### src/rtl/sam_pkg.sv
`default_nettype none

package sam_pkg;

  // ----------------------------------------------------------------------
  // Register map
  // ----------------------------------------------------------------------
  localparam logic [11:0] SAM_OFS_CFG    = 12'h000;
  localparam logic [11:0] SAM_OFS_STATUS = 12'h004;
  localparam logic [11:0] SAM_OFS_RESULT = 12'h008;

  // ----------------------------------------------------------------------
  // Fields of memory_geometry_config
  // ----------------------------------------------------------------------
  localparam int          SAM_CFG_COL_LSB  = 0;
  localparam int          SAM_CFG_ROW_LSB  = 2;
  localparam int          SAM_CFG_BUS32    = 4;
  localparam int          SAM_CFG_ILEAVE   = 5;
  localparam int          SAM_CFG_USED_W   = 6;
  localparam logic [5:0]  SAM_CFG_RESET    = 6'h00;

  // ----------------------------------------------------------------------
  // Fields of the status and result registers
  // ----------------------------------------------------------------------
  localparam int          SAM_ST_ILLEGAL   = 0;
  localparam int          SAM_ST_VALID     = 1;
  localparam int          SAM_RES_ROW_LSB  = 12;
  localparam int          SAM_RES_BANK_LSB = 26;

  // ----------------------------------------------------------------------
  // Geometry
  // ----------------------------------------------------------------------
  localparam int          SAM_COL_MAX_W    = 12;
  localparam int          SAM_ROW_MAX_W    = 14;
  localparam int          SAM_BANK_W       = 2;
  localparam logic [5:0]  SAM_COL_BASE_W   = 6'h09;
  localparam logic [5:0]  SAM_ROW_BASE_W   = 6'h0B;
  localparam logic [5:0]  SAM_OFS16_W      = 6'h01;
  localparam logic [5:0]  SAM_OFS32_W      = 6'h02;
  localparam logic [1:0]  SAM_COL_CODE_4K  = 2'h3;
  localparam logic [1:0]  SAM_ROW_CODE_16K = 2'h3;

  typedef enum logic [0:0] {
    SAM_MAP_LINEAR = 1'b0,
    SAM_MAP_ILEAVE = 1'b1
  } sam_mode_t;

endpackage

`default_nettype wire

### src/rtl/sam_map_if.sv
`default_nettype none

interface sam_map_if;
  import sam_pkg::*;
  logic [31:0]                addr;
  logic [1:0]                 col_code;
  logic [1:0]                 row_code;
  logic                       bus32;
  sam_mode_t                  mode;
  logic [SAM_BANK_W-1:0]      bank;
  logic [SAM_ROW_MAX_W-1:0]   row;
  logic [SAM_COL_MAX_W-1:0]   col;
  logic [1:0]                 byte_ofs;
  logic                       illegal;

  modport splitter (input addr, col_code, row_code, bus32, mode,
                    output bank, row, col, byte_ofs, illegal);
  modport user     (output addr, col_code, row_code, bus32, mode,
                    input bank, row, col, byte_ofs, illegal);
endinterface

`default_nettype wire

### src/rtl/sam_split.sv
`default_nettype none

module sam_split
  import sam_pkg::*;
(
  sam_map_if.splitter m
);

  logic [5:0]  ofs_w;
  logic [5:0]  col_w;
  logic [5:0]  row_w;
  logic [5:0]  col_sh;
  logic [5:0]  row_sh;
  logic [5:0]  bank_sh;
  logic [31:0] col_mask;
  logic [31:0] row_mask;
  logic [31:0] col_raw;
  logic [31:0] row_raw;
  logic [31:0] bank_raw;
  logic [1:0]  col_code_eff;

  // ----------------------------------------------------------------------
  // Field widths and positions
  // ----------------------------------------------------------------------
  always_comb begin
    // A 16K-row part has no 4096-column option; such a setting is flagged
    // and mapped as 2048 columns so the fields never overlap.
    m.illegal    = (m.row_code == SAM_ROW_CODE_16K) && (m.col_code == SAM_COL_CODE_4K);
    col_code_eff = m.illegal ? 2'h2 : m.col_code;
    ofs_w        = m.bus32 ? SAM_OFS32_W : SAM_OFS16_W;
    col_w        = SAM_COL_BASE_W + {4'h0, col_code_eff};
    row_w        = SAM_ROW_BASE_W + {4'h0, m.row_code};
    col_sh       = ofs_w;
    if (m.mode == SAM_MAP_LINEAR) begin
      row_sh  = ofs_w + col_w;
      bank_sh = ofs_w + col_w + row_w;
    end else begin
      bank_sh = ofs_w + col_w;
      row_sh  = ofs_w + col_w + 6'(SAM_BANK_W);
    end
  end

  // ----------------------------------------------------------------------
  // Extraction; masks drop every address bit above the used fields
  // ----------------------------------------------------------------------
  always_comb begin
    col_mask   = ~(32'hFFFFFFFF << col_w);
    row_mask   = ~(32'hFFFFFFFF << row_w);
    col_raw    = (m.addr >> col_sh) & col_mask;
    row_raw    = (m.addr >> row_sh) & row_mask;
    bank_raw   = (m.addr >> bank_sh) & 32'h00000003;
    m.col      = col_raw[SAM_COL_MAX_W-1:0];
    m.row      = row_raw[SAM_ROW_MAX_W-1:0];
    m.bank     = bank_raw[SAM_BANK_W-1:0];
    m.byte_ofs = m.bus32 ? m.addr[1:0] : {1'b0, m.addr[0]};
  end

endmodule

`default_nettype wire

### src/rtl/sam_top.sv
// Implementation choices: the APB slave port and the placing of the registers.
`default_nettype none

module sam_top
  import sam_pkg::*;
#(
  parameter int APB_ADDR_W = 12
)(
  input  wire logic                     MCLK,
  input  wire logic                     RESET,
  input  wire logic                     PSEL,
  input  wire logic                     PENABLE,
  input  wire logic                     PWRITE,
  input  wire logic [APB_ADDR_W-1:0]    PADDR,
  input  wire logic [31:0]              PWDATA,
  output logic      [31:0]              PRDATA,
  output logic                          PREADY,
  output logic                          PSLVERR,
  input  wire logic                     REQ_VALID,
  input  wire logic [31:0]              REQ_ADDR,
  output logic                          MAP_VALID,
  output logic      [SAM_BANK_W-1:0]    MAP_BANK,
  output logic      [SAM_ROW_MAX_W-1:0] MAP_ROW,
  output logic      [SAM_COL_MAX_W-1:0] MAP_COL,
  output logic      [1:0]               MAP_BYTE_OFS
);

  sam_map_if m ();

  logic [SAM_CFG_USED_W-1:0] memory_geometry_config_r;
  logic [SAM_CFG_USED_W-1:0] memory_geometry_config_nxt;
  logic [31:0]               prdata_r;
  logic [31:0]               prdata_nxt;
  logic                      map_valid_r;
  logic                      map_valid_nxt;
  logic                      seen_r;
  logic                      seen_nxt;
  logic [SAM_BANK_W-1:0]     bank_r;
  logic [SAM_BANK_W-1:0]     bank_nxt;
  logic [SAM_ROW_MAX_W-1:0]  row_r;
  logic [SAM_ROW_MAX_W-1:0]  row_nxt;
  logic [SAM_COL_MAX_W-1:0]  col_r;
  logic [SAM_COL_MAX_W-1:0]  col_nxt;
  logic [1:0]                ofs_r;
  logic [1:0]                ofs_nxt;
  logic [11:0]               reg_ofs;
  logic                      mapped;
  logic                      setup;
  logic                      wr_cfg;
  logic [31:0]               result_word;

  // ----------------------------------------------------------------------
  // Address splitter
  // ----------------------------------------------------------------------
  assign m.addr     = REQ_ADDR;
  assign m.col_code = memory_geometry_config_r[SAM_CFG_COL_LSB +: 2];
  assign m.row_code = memory_geometry_config_r[SAM_CFG_ROW_LSB +: 2];
  assign m.bus32    = memory_geometry_config_r[SAM_CFG_BUS32];
  assign m.mode     = sam_mode_t'(memory_geometry_config_r[SAM_CFG_ILEAVE]);

  sam_split u_split (
    .m (m.splitter)
  );

  // ----------------------------------------------------------------------
  // APB slave
  // ----------------------------------------------------------------------
  // Zero wait states: every access completes in its first access cycle.
  // Read data is captured in the setup cycle so PRDATA comes from a flop.
  always_comb begin
    reg_ofs = 12'(PADDR);
    mapped  = (reg_ofs == SAM_OFS_CFG) || (reg_ofs == SAM_OFS_STATUS) || (reg_ofs == SAM_OFS_RESULT);
    setup   = PSEL && !PENABLE;
    wr_cfg  = PSEL && PENABLE && PWRITE && (reg_ofs == SAM_OFS_CFG);
    PREADY  = PSEL && PENABLE;
    PSLVERR = PSEL && PENABLE && !mapped;
  end

  always_comb begin
    result_word                                     = 32'h00000000;
    result_word[SAM_COL_MAX_W-1:0]                  = col_r;
    result_word[SAM_RES_ROW_LSB +: SAM_ROW_MAX_W]   = row_r;
    result_word[SAM_RES_BANK_LSB +: SAM_BANK_W]     = bank_r;
  end

  always_comb begin
    memory_geometry_config_nxt = memory_geometry_config_r;
    if (wr_cfg) begin
      memory_geometry_config_nxt = PWDATA[SAM_CFG_USED_W-1:0];
    end
    prdata_nxt = prdata_r;
    if (setup && !PWRITE) begin
      prdata_nxt = 32'h00000000;
      if (reg_ofs == SAM_OFS_CFG) begin
        prdata_nxt[SAM_CFG_USED_W-1:0] = memory_geometry_config_r;
      end else if (reg_ofs == SAM_OFS_STATUS) begin
        prdata_nxt[SAM_ST_ILLEGAL] = m.illegal;
        prdata_nxt[SAM_ST_VALID]   = seen_r;
      end else if (reg_ofs == SAM_OFS_RESULT) begin
        prdata_nxt = result_word;
      end
    end
  end

  always_ff @(posedge MCLK or posedge RESET) begin
    if (RESET) begin
      memory_geometry_config_r <= SAM_CFG_RESET;
      prdata_r                 <= 32'h00000000;
    end else begin
      memory_geometry_config_r <= memory_geometry_config_nxt;
      prdata_r                 <= prdata_nxt;
    end
  end

  assign PRDATA = prdata_r;

  // ----------------------------------------------------------------------
  // Mapping pipeline
  // ----------------------------------------------------------------------
  // One register stage: a request taken at edge N shows its fields after
  // that edge. Changing the geometry while requests flow is allowed, but a
  // request in the same cycle as the write still uses the old geometry.
  always_comb begin
    map_valid_nxt = REQ_VALID;
    seen_nxt      = seen_r || REQ_VALID;
    bank_nxt      = bank_r;
    row_nxt       = row_r;
    col_nxt       = col_r;
    ofs_nxt       = ofs_r;
    if (REQ_VALID) begin
      bank_nxt = m.bank;
      row_nxt  = m.row;
      col_nxt  = m.col;
      ofs_nxt  = m.byte_ofs;
    end
  end

  always_ff @(posedge MCLK or posedge RESET) begin
    if (RESET) begin
      map_valid_r <= 1'b0;
      seen_r      <= 1'b0;
      bank_r      <= '0;
      row_r       <= '0;
      col_r       <= '0;
      ofs_r       <= 2'h0;
    end else begin
      map_valid_r <= map_valid_nxt;
      seen_r      <= seen_nxt;
      bank_r      <= bank_nxt;
      row_r       <= row_nxt;
      col_r       <= col_nxt;
      ofs_r       <= ofs_nxt;
    end
  end

  assign MAP_VALID    = map_valid_r;
  assign MAP_BANK     = bank_r;
  assign MAP_ROW      = row_r;
  assign MAP_COL      = col_r;
  assign MAP_BYTE_OFS = ofs_r;

endmodule

`default_nettype wire

### config.mk
export PLATFORM = sky130hd
export DESIGN_NAME = sam_top
export DESIGN_NICKNAME = d
export VERILOG_FILES = /design/src/rtl/sam_pkg.sv /design/src/rtl/sam_map_if.sv /design/src/rtl/sam_split.sv /design/src/rtl/sam_top.sv
export SDC_FILE = /design/constraint.sdc
export NUM_CORES = 1
export LEC_CHECK = 0
export BUFFER_PORTS_ARGS = -buffer_cell sky130_fd_sc_hd__buf_2
export CORE_ASPECT_RATIO = 0.8
export CORE_MARGIN = 1.5
export CORE_UTILIZATION = 49
export DETAILED_ROUTE_END_ITERATION = 10
export GPL_ROUTABILITY_DRIVEN = 0
export PLACE_DENSITY_LB_ADDON = 0.3
export SKIP_CTS_REPAIR_TIMING = 1
export SYNTH_ARGS = -nofsm -noshare
export SYNTH_HDL_FRONTEND = slang
export SYNTH_SLANG_ARGS = --single-unit
### constraint.sdc
create_clock -name MCLK -period 4.2 [get_ports MCLK]
set_input_delay 0 -clock MCLK [delete_from_list [all_inputs] [get_ports MCLK]]
set_output_delay 0 -clock MCLK [all_outputs]
set_load 0.005 [all_outputs]
After elaboration in Yosys (flattened, before gate mapping) --
Index checks and enable logic that the tools add are counted.
Cells by class: shift operators 5, muxes and demuxes 10, divide/modulo/power cells 0, reductions and logical operators 14, bitwise operators 4, add/subtract/negate cells 5, order comparisons 0, equality and inequality tests 4, multiply operators 0
Operator list (count):
- $mux 26 | 2
- $shl 32x6->12 const A | 1
- $shl 32x6->14 const A | 1
- $shr 32x6->12 | 1
- $shr 32x6->14 | 1
- $shr 32x6->2 | 1
- $mux 28 | 1
- $mux 6 | 3
- $and 14x14->14 | 1
- $not 14->14 | 1
- $add 6x6->6 | 2
- $and 12x12->12 | 1
- $eq 12x3->1 const B | 1
- $eq 12x4->1 const B | 1
- $logic_not 12->1 | 1
- $not 12->12 | 1
- $add 4x2->5 const A | 2
- $mux 2 | 4
- $logic_and 1x1->1 | 7
- $add 6x2->6 const B | 1
- $eq 2x2->1 const B | 2
- $logic_not 1->1 | 3
- $logic_or 1x1->1 | 3
Word-level totals: register bits after elaboration 70, memories 0, logic and storage cells 50, output and inout port bits 65, bits in read-only memories 0, RAM bits 0, bits in latches 0, input port bits 82

Longest topological paths before layout --
depth in word-level cells 9, depth in mapped cells 17, gate-level depth less buffers 16

By module --
From an unflattened synthesis, not the netlist that was laid out.
Second synthesis, totals: cell total of the unflattened synthesis 588, area total of the unflattened synthesis 5605.4 µm²
Modules (own cells, without submodules):
- sam_split | cells an instance 412, sequential area each 0.0 µm², area an instance 3000.4 µm², times used 1
- sam_top | cells an instance 176, sequential area each 1651.6 µm², area an instance 2605.0 µm², times used 1

Least setup slack after synthesis --
No wires, ideal clock.
kind reg2reg, start register memory_geometry_config_r[4], end register bank_r[1] (netlist: MAP_BANK[1]), arrival time 4.240 ns, setup time 0.133 ns, setup slack -0.173 ns, clock period less this slack 4.373 ns, buffers on the path 4, cell stages (with the launch flop) 15, required time 4.067 ns, path through dfrtp_1 -> clkbuf_1 -> buf_1 -> inv_1 -> fa_1 -> buf_4 -> inv_1 -> fa_1 -> or2b_1 -> buf_6 -> nand2_4 -> mux4_2 -> mux2_2 -> a32oi_1 -> nand4_1
Between the ends: word-level cells in the longest chain between the ends 5
Ends and longest elaborated chain:
- from (decl) | line sam_top.sv:30 | logic [SAM_CFG_USED_W-1:0] memory_geometry_config_r;
- from (signal assigned) | line sam_top.sv:110 | memory_geometry_config_r <= memory_geometry_config_nxt;
- $mux 2 (*) | line sam_split.sv:30 | ofs_w = m.bus32 ? SAM_OFS32_W : SAM_OFS16_W;
- $add 6x6->6 (*) | line sam_split.sv:36, sam_split.sv:38
- $add 6x6->6 | line sam_split.sv:36 | bank_sh = ofs_w + col_w + row_w;
- $mux 6 (*) | line sam_split.sv:34 | if (m.mode == SAM_MAP_LINEAR) begin
- $shr 32x6->2 (*) | line sam_split.sv:51 | bank_raw = (m.addr >> bank_sh) & 32'h00000003;
- to (signal assigned) | line sam_top.sv:149 | bank_r <= bank_nxt;
- to (decl) | line sam_top.sv:38 | logic [SAM_BANK_W-1:0] bank_r;
Mark *: on every way between the ends. The rest lies on a longest branch, timed or not. A chain may end at the register's enable or synchronous reset.

Worst setup path in the final report --
start register memory_geometry_config_r[3], end register bank_r[1] (netlist: MAP_BANK[1])
Between the ends: word-level cells in the longest chain between the ends 8, elaborated cells on any way between the ends 9, classes of those cells 4 x add/sub; 1 x eq/ne; 1 x shift; 2 x mux; 1 x reduce/logical
Ends and longest elaborated chain:
- $eq 2x2->1 | line sam_split.sv:28 | m.illegal = (m.row_code == SAM_ROW_CODE_16K) && (m.col_code == SAM_COL_CODE_4K);
- $logic_and 1x1->1 | line sam_split.sv:28
- $mux 2 | line sam_split.sv:29 | col_code_eff = m.illegal ? 2'h2 : m.col_code;
- $add 4x2->5 | line sam_split.sv:31 | col_w = SAM_COL_BASE_W + {4'h0, col_code_eff};
- $add 6x6->6 | line sam_split.sv:36, sam_split.sv:38
- $add 6x6->6 | line sam_split.sv:36
- $mux 6 (*) | line sam_split.sv:34
- $shr 32x6->2 (*) | line sam_split.sv:51
Marked as above.

==> results by group <==
Setup path
  – Worst Setup End Kind: flop
  – R2R depth: 15
  – CP Launch Type: flop
  – Crit-path max FO: 6
  – Reg-to-reg endpoint: MAP_BANK[1]$_DFFE_PP0P_
  – FF-to-FF Start: memory_geometry_config_r[3]$_DFFE_PP0P_
  – Crit path launch: memory_geometry_config_r[3]$_DFFE_PP0P_
  – Critical-path cell list: ha_2 -> nand2_1 -> nand2_2 -> inv_1 -> ha_1 -> inv_1 -> fa_2 -> inv_1 -> fa_2 -> or2b_1 -> nand2_4 -> mux4_2 -> mux2_2 -> a32oi_2 -> nand4_1
  – Crit-path slowest cell: fa_2
  – Kind of critical path: flop to flop
  – Worst setup endpoint: MAP_BANK[1]$_DFFE_PP0P_
  – CP dominant cell by count: inv_1
  – CP arrival: between 4 and 5 ns
  – Reg2Reg Setup Slack: about 0.14 ns
  – Slowest cell delay on critical path: around 0.58 ns
  – WP data required: around 4.4 ns

Finish
  – Final Instance Area: 6650 um^2
  – Share of layout cells above drive strength 1: between 20% and 30%
  – Fill count: slightly below 1k
  – Nets: 869
  – Final Core Density: just over 60%
  – N_diodes: 0
  – Area Overhead vs Synth: 20.8%

Synth
  – Synth Register Bits: between 60 and 70
  – YS warnings: 0
  – Post-synthesis cell count: approximately 660
  – Synth Flop Type: dfrtp_1
  – Post-synth EDFFs: 0
  – Ys async rst share: 100%
  – Yosys cell types: 64
  – Post-Syn Area: ~5500 um^2
  – Sequential area share after synthesis: 30.0%
  – Mean Syn Cell Area: 8.32 um^2

Die
  – Core area: 10900 um^2
  – Initial Utilization: about half
  – Chip width: 121 um
  – Chip height: 97.8 um
  – Die area: between 10000 and 15000 um^2
  – I/O pin count: 147
  – Rows: 34

Timing
  – RSZ-0062 raised after global routing: true
  – Fin crit share: a little over nine tenths
  – Layout Skew: around 0.0056 ns
  – Slew headroom: between 40% and 50%
  – Fmax: about 250 MHz
  – Max-slew violations: 0
  – Endpoints failing hold: 0
  – Worst Max-Slew Pin Slew: 0.827 ns
  – Minimum clock period: just over 4 ns
  – Final WS setup: roughly 0.14 ns
  – Setup violators final: 0

Outcome
  – Outcome: finished clean

Drt
  – Vias per cell: between 6 and 7
  – Post-DR wirelength/cell: about 18 um
  – DR pass1 iterations: 5
  – Routed Antenna Nets: 0
  – Number of DRC markers in iteration 0: roughly 510
  – DRC viols: 0
  – WL final: 16.9 mm
  – DR vias: between 5k and 6k

Power
  – Final Power: 1.77 mW
  – Leak: 3.52 nW
  – Cell area power density: about 270 nW/um^2
  – Worst VDD drop: 0.223 mV

Global routing
  – Initial antenna violation count: 0
  – First-pass GRT wire length: approximately 27 mm
  – Largest net degree at the start of global routing: 67
  – GRT Overall Usage: ~29%
  – GRT overflow: 0
  – Vias in the first global route: 5356

Clocking
  – CTS tree: done
  – CTS Root Cell: clkbuf_16
  – CTS sink count: 66
  – Clock Latency Late Sink: between 0.3 and 0.4 ns
  – Max clock buf depth: 2
  – Clk slew on worst S/H paths: 0.06 ns
  – H-tree depth: 3
  – TritonCTS Buffers: 9

Placed design
  – Place WS: slightly above 0.08 ns
  – DP Area: ~6200 um^2
  – PortBufs: 116
  – Hpwl dp: ~12 mm

Hold path
  – Worst hold path type: input port to flop

Run
  – Max cap viols: 0
[cells by family (layout without fill, tap and decap cells)]
| group | count (synthesis) | count (layout) | synth area share [%] |
|---|---|---|---|
| AOI/OAI and AO/OA | 135 | 135 | 16.7 |
| xor gates and xnor gates | 10 | 10 | 2.00 |
| adders and majority gates | 14 | 14 | 3.46 |
| buffers and inverters | 68 | 181 | 5.80 |
| DFF | 66 | 66 | 30.0 |
| muxes | 102 | 102 | 20.2 |
| other | 1 | 4 | 0.0682 |
| and+or+nand+nor | 265 | 265 | 21.7 |
[layer usage]
layer	share of wire, %	GRT usage [%]	vias to the layer above
met4	2.5	9.41	0
met3	8.9	7.24	39
met2	45	45.2	304
met5	0	0	-
li1	-	-	2616
met1	44	38.5	2681
[critical path: cells and delay by family (launching register included)]
family | cells | cell delay [ns]
flops | 1 | 0.39
fa+ha+maj | 4 | 1.63
simple gates | 5 | 0.69
compound gates | 1 | 0.21
mux | 2 | 0.80
buf+inv | 3 | 0.19
[registers in the layout (all words and copies together), names as in the netlist]
register,count
PRDATA,28
MAP_ROW,14
MAP_COL,12
memory_geometry_config_r,6
MAP_BANK,2
MAP_BYTE_OFS,2
MAP_VALID,1
seen_r,1
[Yosys cell counts, drive strengths merged (12+ instances only)]
master / n / area (um^2)
buf: 28 / 169
ha: 12 / 150
mux2: 14 / 158
inv: 18 / 67.6
nand2: 117 / 447
a21oi: 29 / 149
nor2: 53 / 201
o22ai: 13 / 81.3
nand3: 42 / 210
dfrtp: 66 / 1650
mux2i: 82 / 821
o21ai: 22 / 110
clkbuf: 21 / 78.8
[how the worst min path moves through the flow]
| stage | cells after the start | endpoint | startpoint | slack (ns) |
|---|---|---|---|---|
| 6_report | 3 | MAP_BYTE_OFS[1]$_DFFE_PP0P_ | REQ_ADDR[1] | 0.01 |
| 2_1_floorplan | 0 | MAP_VALID$_DFF_PP0_ | REQ_VALID | 0.03 |
| 3_3_place_gp | 3 | memory_geometry_config_r[3]$_DFFE_PP0P_ | PWDATA[3] | 0.21 |
| 3_5_place_dp | 3 | memory_geometry_config_r[5]$_DFFE_PP0P_ | PWDATA[5] | 0.21 |
| 4_1_cts | 3 | memory_geometry_config_r[5]$_DFFE_PP0P_ | PWDATA[5] | -0.13 |
| 5_1_grt | 3 | MAP_BYTE_OFS[1]$_DFFE_PP0P_ | REQ_ADDR[1] | 0.03 |
[where the power goes]
group / internal, mW / total (mW) / switching [mW]
Combinational: 0.113 / 0.267 / 0.154
Clock: 0.533 / 0.808 / 0.274
Sequential: 0.666 / 0.692 / 0.0258
[cells in the final DEF (no fill, tap or decap), drive strengths merged, types with 5 or more instances in the layout]
cell type and instances:
mux2 14, a21oi 29, o22ai 13, nand2 117, mux4 6, ha 12, inv 18, nor2b 6
nand2b 5, a22oi 7, buf 139, nor2 53, nor3 11, dfrtp 66, mux2i 82, a211oi 8
o21ai 22, xnor2 8, and3 8, clkbuf 11, o211ai 9, nand3 42, a32oi 5, dlygate4sd3 8
[area by class of cell]
cell class | instances | area, um^2 | area share (%)
Inverter | 19 | 71.3 | 1.07
Tap cell | 144 | 180 | 2.71
Clock buffer | 11 | 243 | 3.65
Sequential cell | 66 | 1650 | 24.9
Clock inverter | 4 | 76.3 | 1.15
Timing Repair Buffer | 147 | 833 | 12.5
Multi-Input combinational cell | 530 | 3590 | 54.0
[through the flow]
step	setup TNS, ns	instances	hold WS (ns)
after floorplan	0	664	0.0314
after global placement	0	894	0.214
after detailed placement	0	894	0.211
after CTS	0	909	-0.131
after global routing	-0.0605	921	0.0281
final	0	921	0.0107
Note: power is estimated with default switching activity, not from simulation.
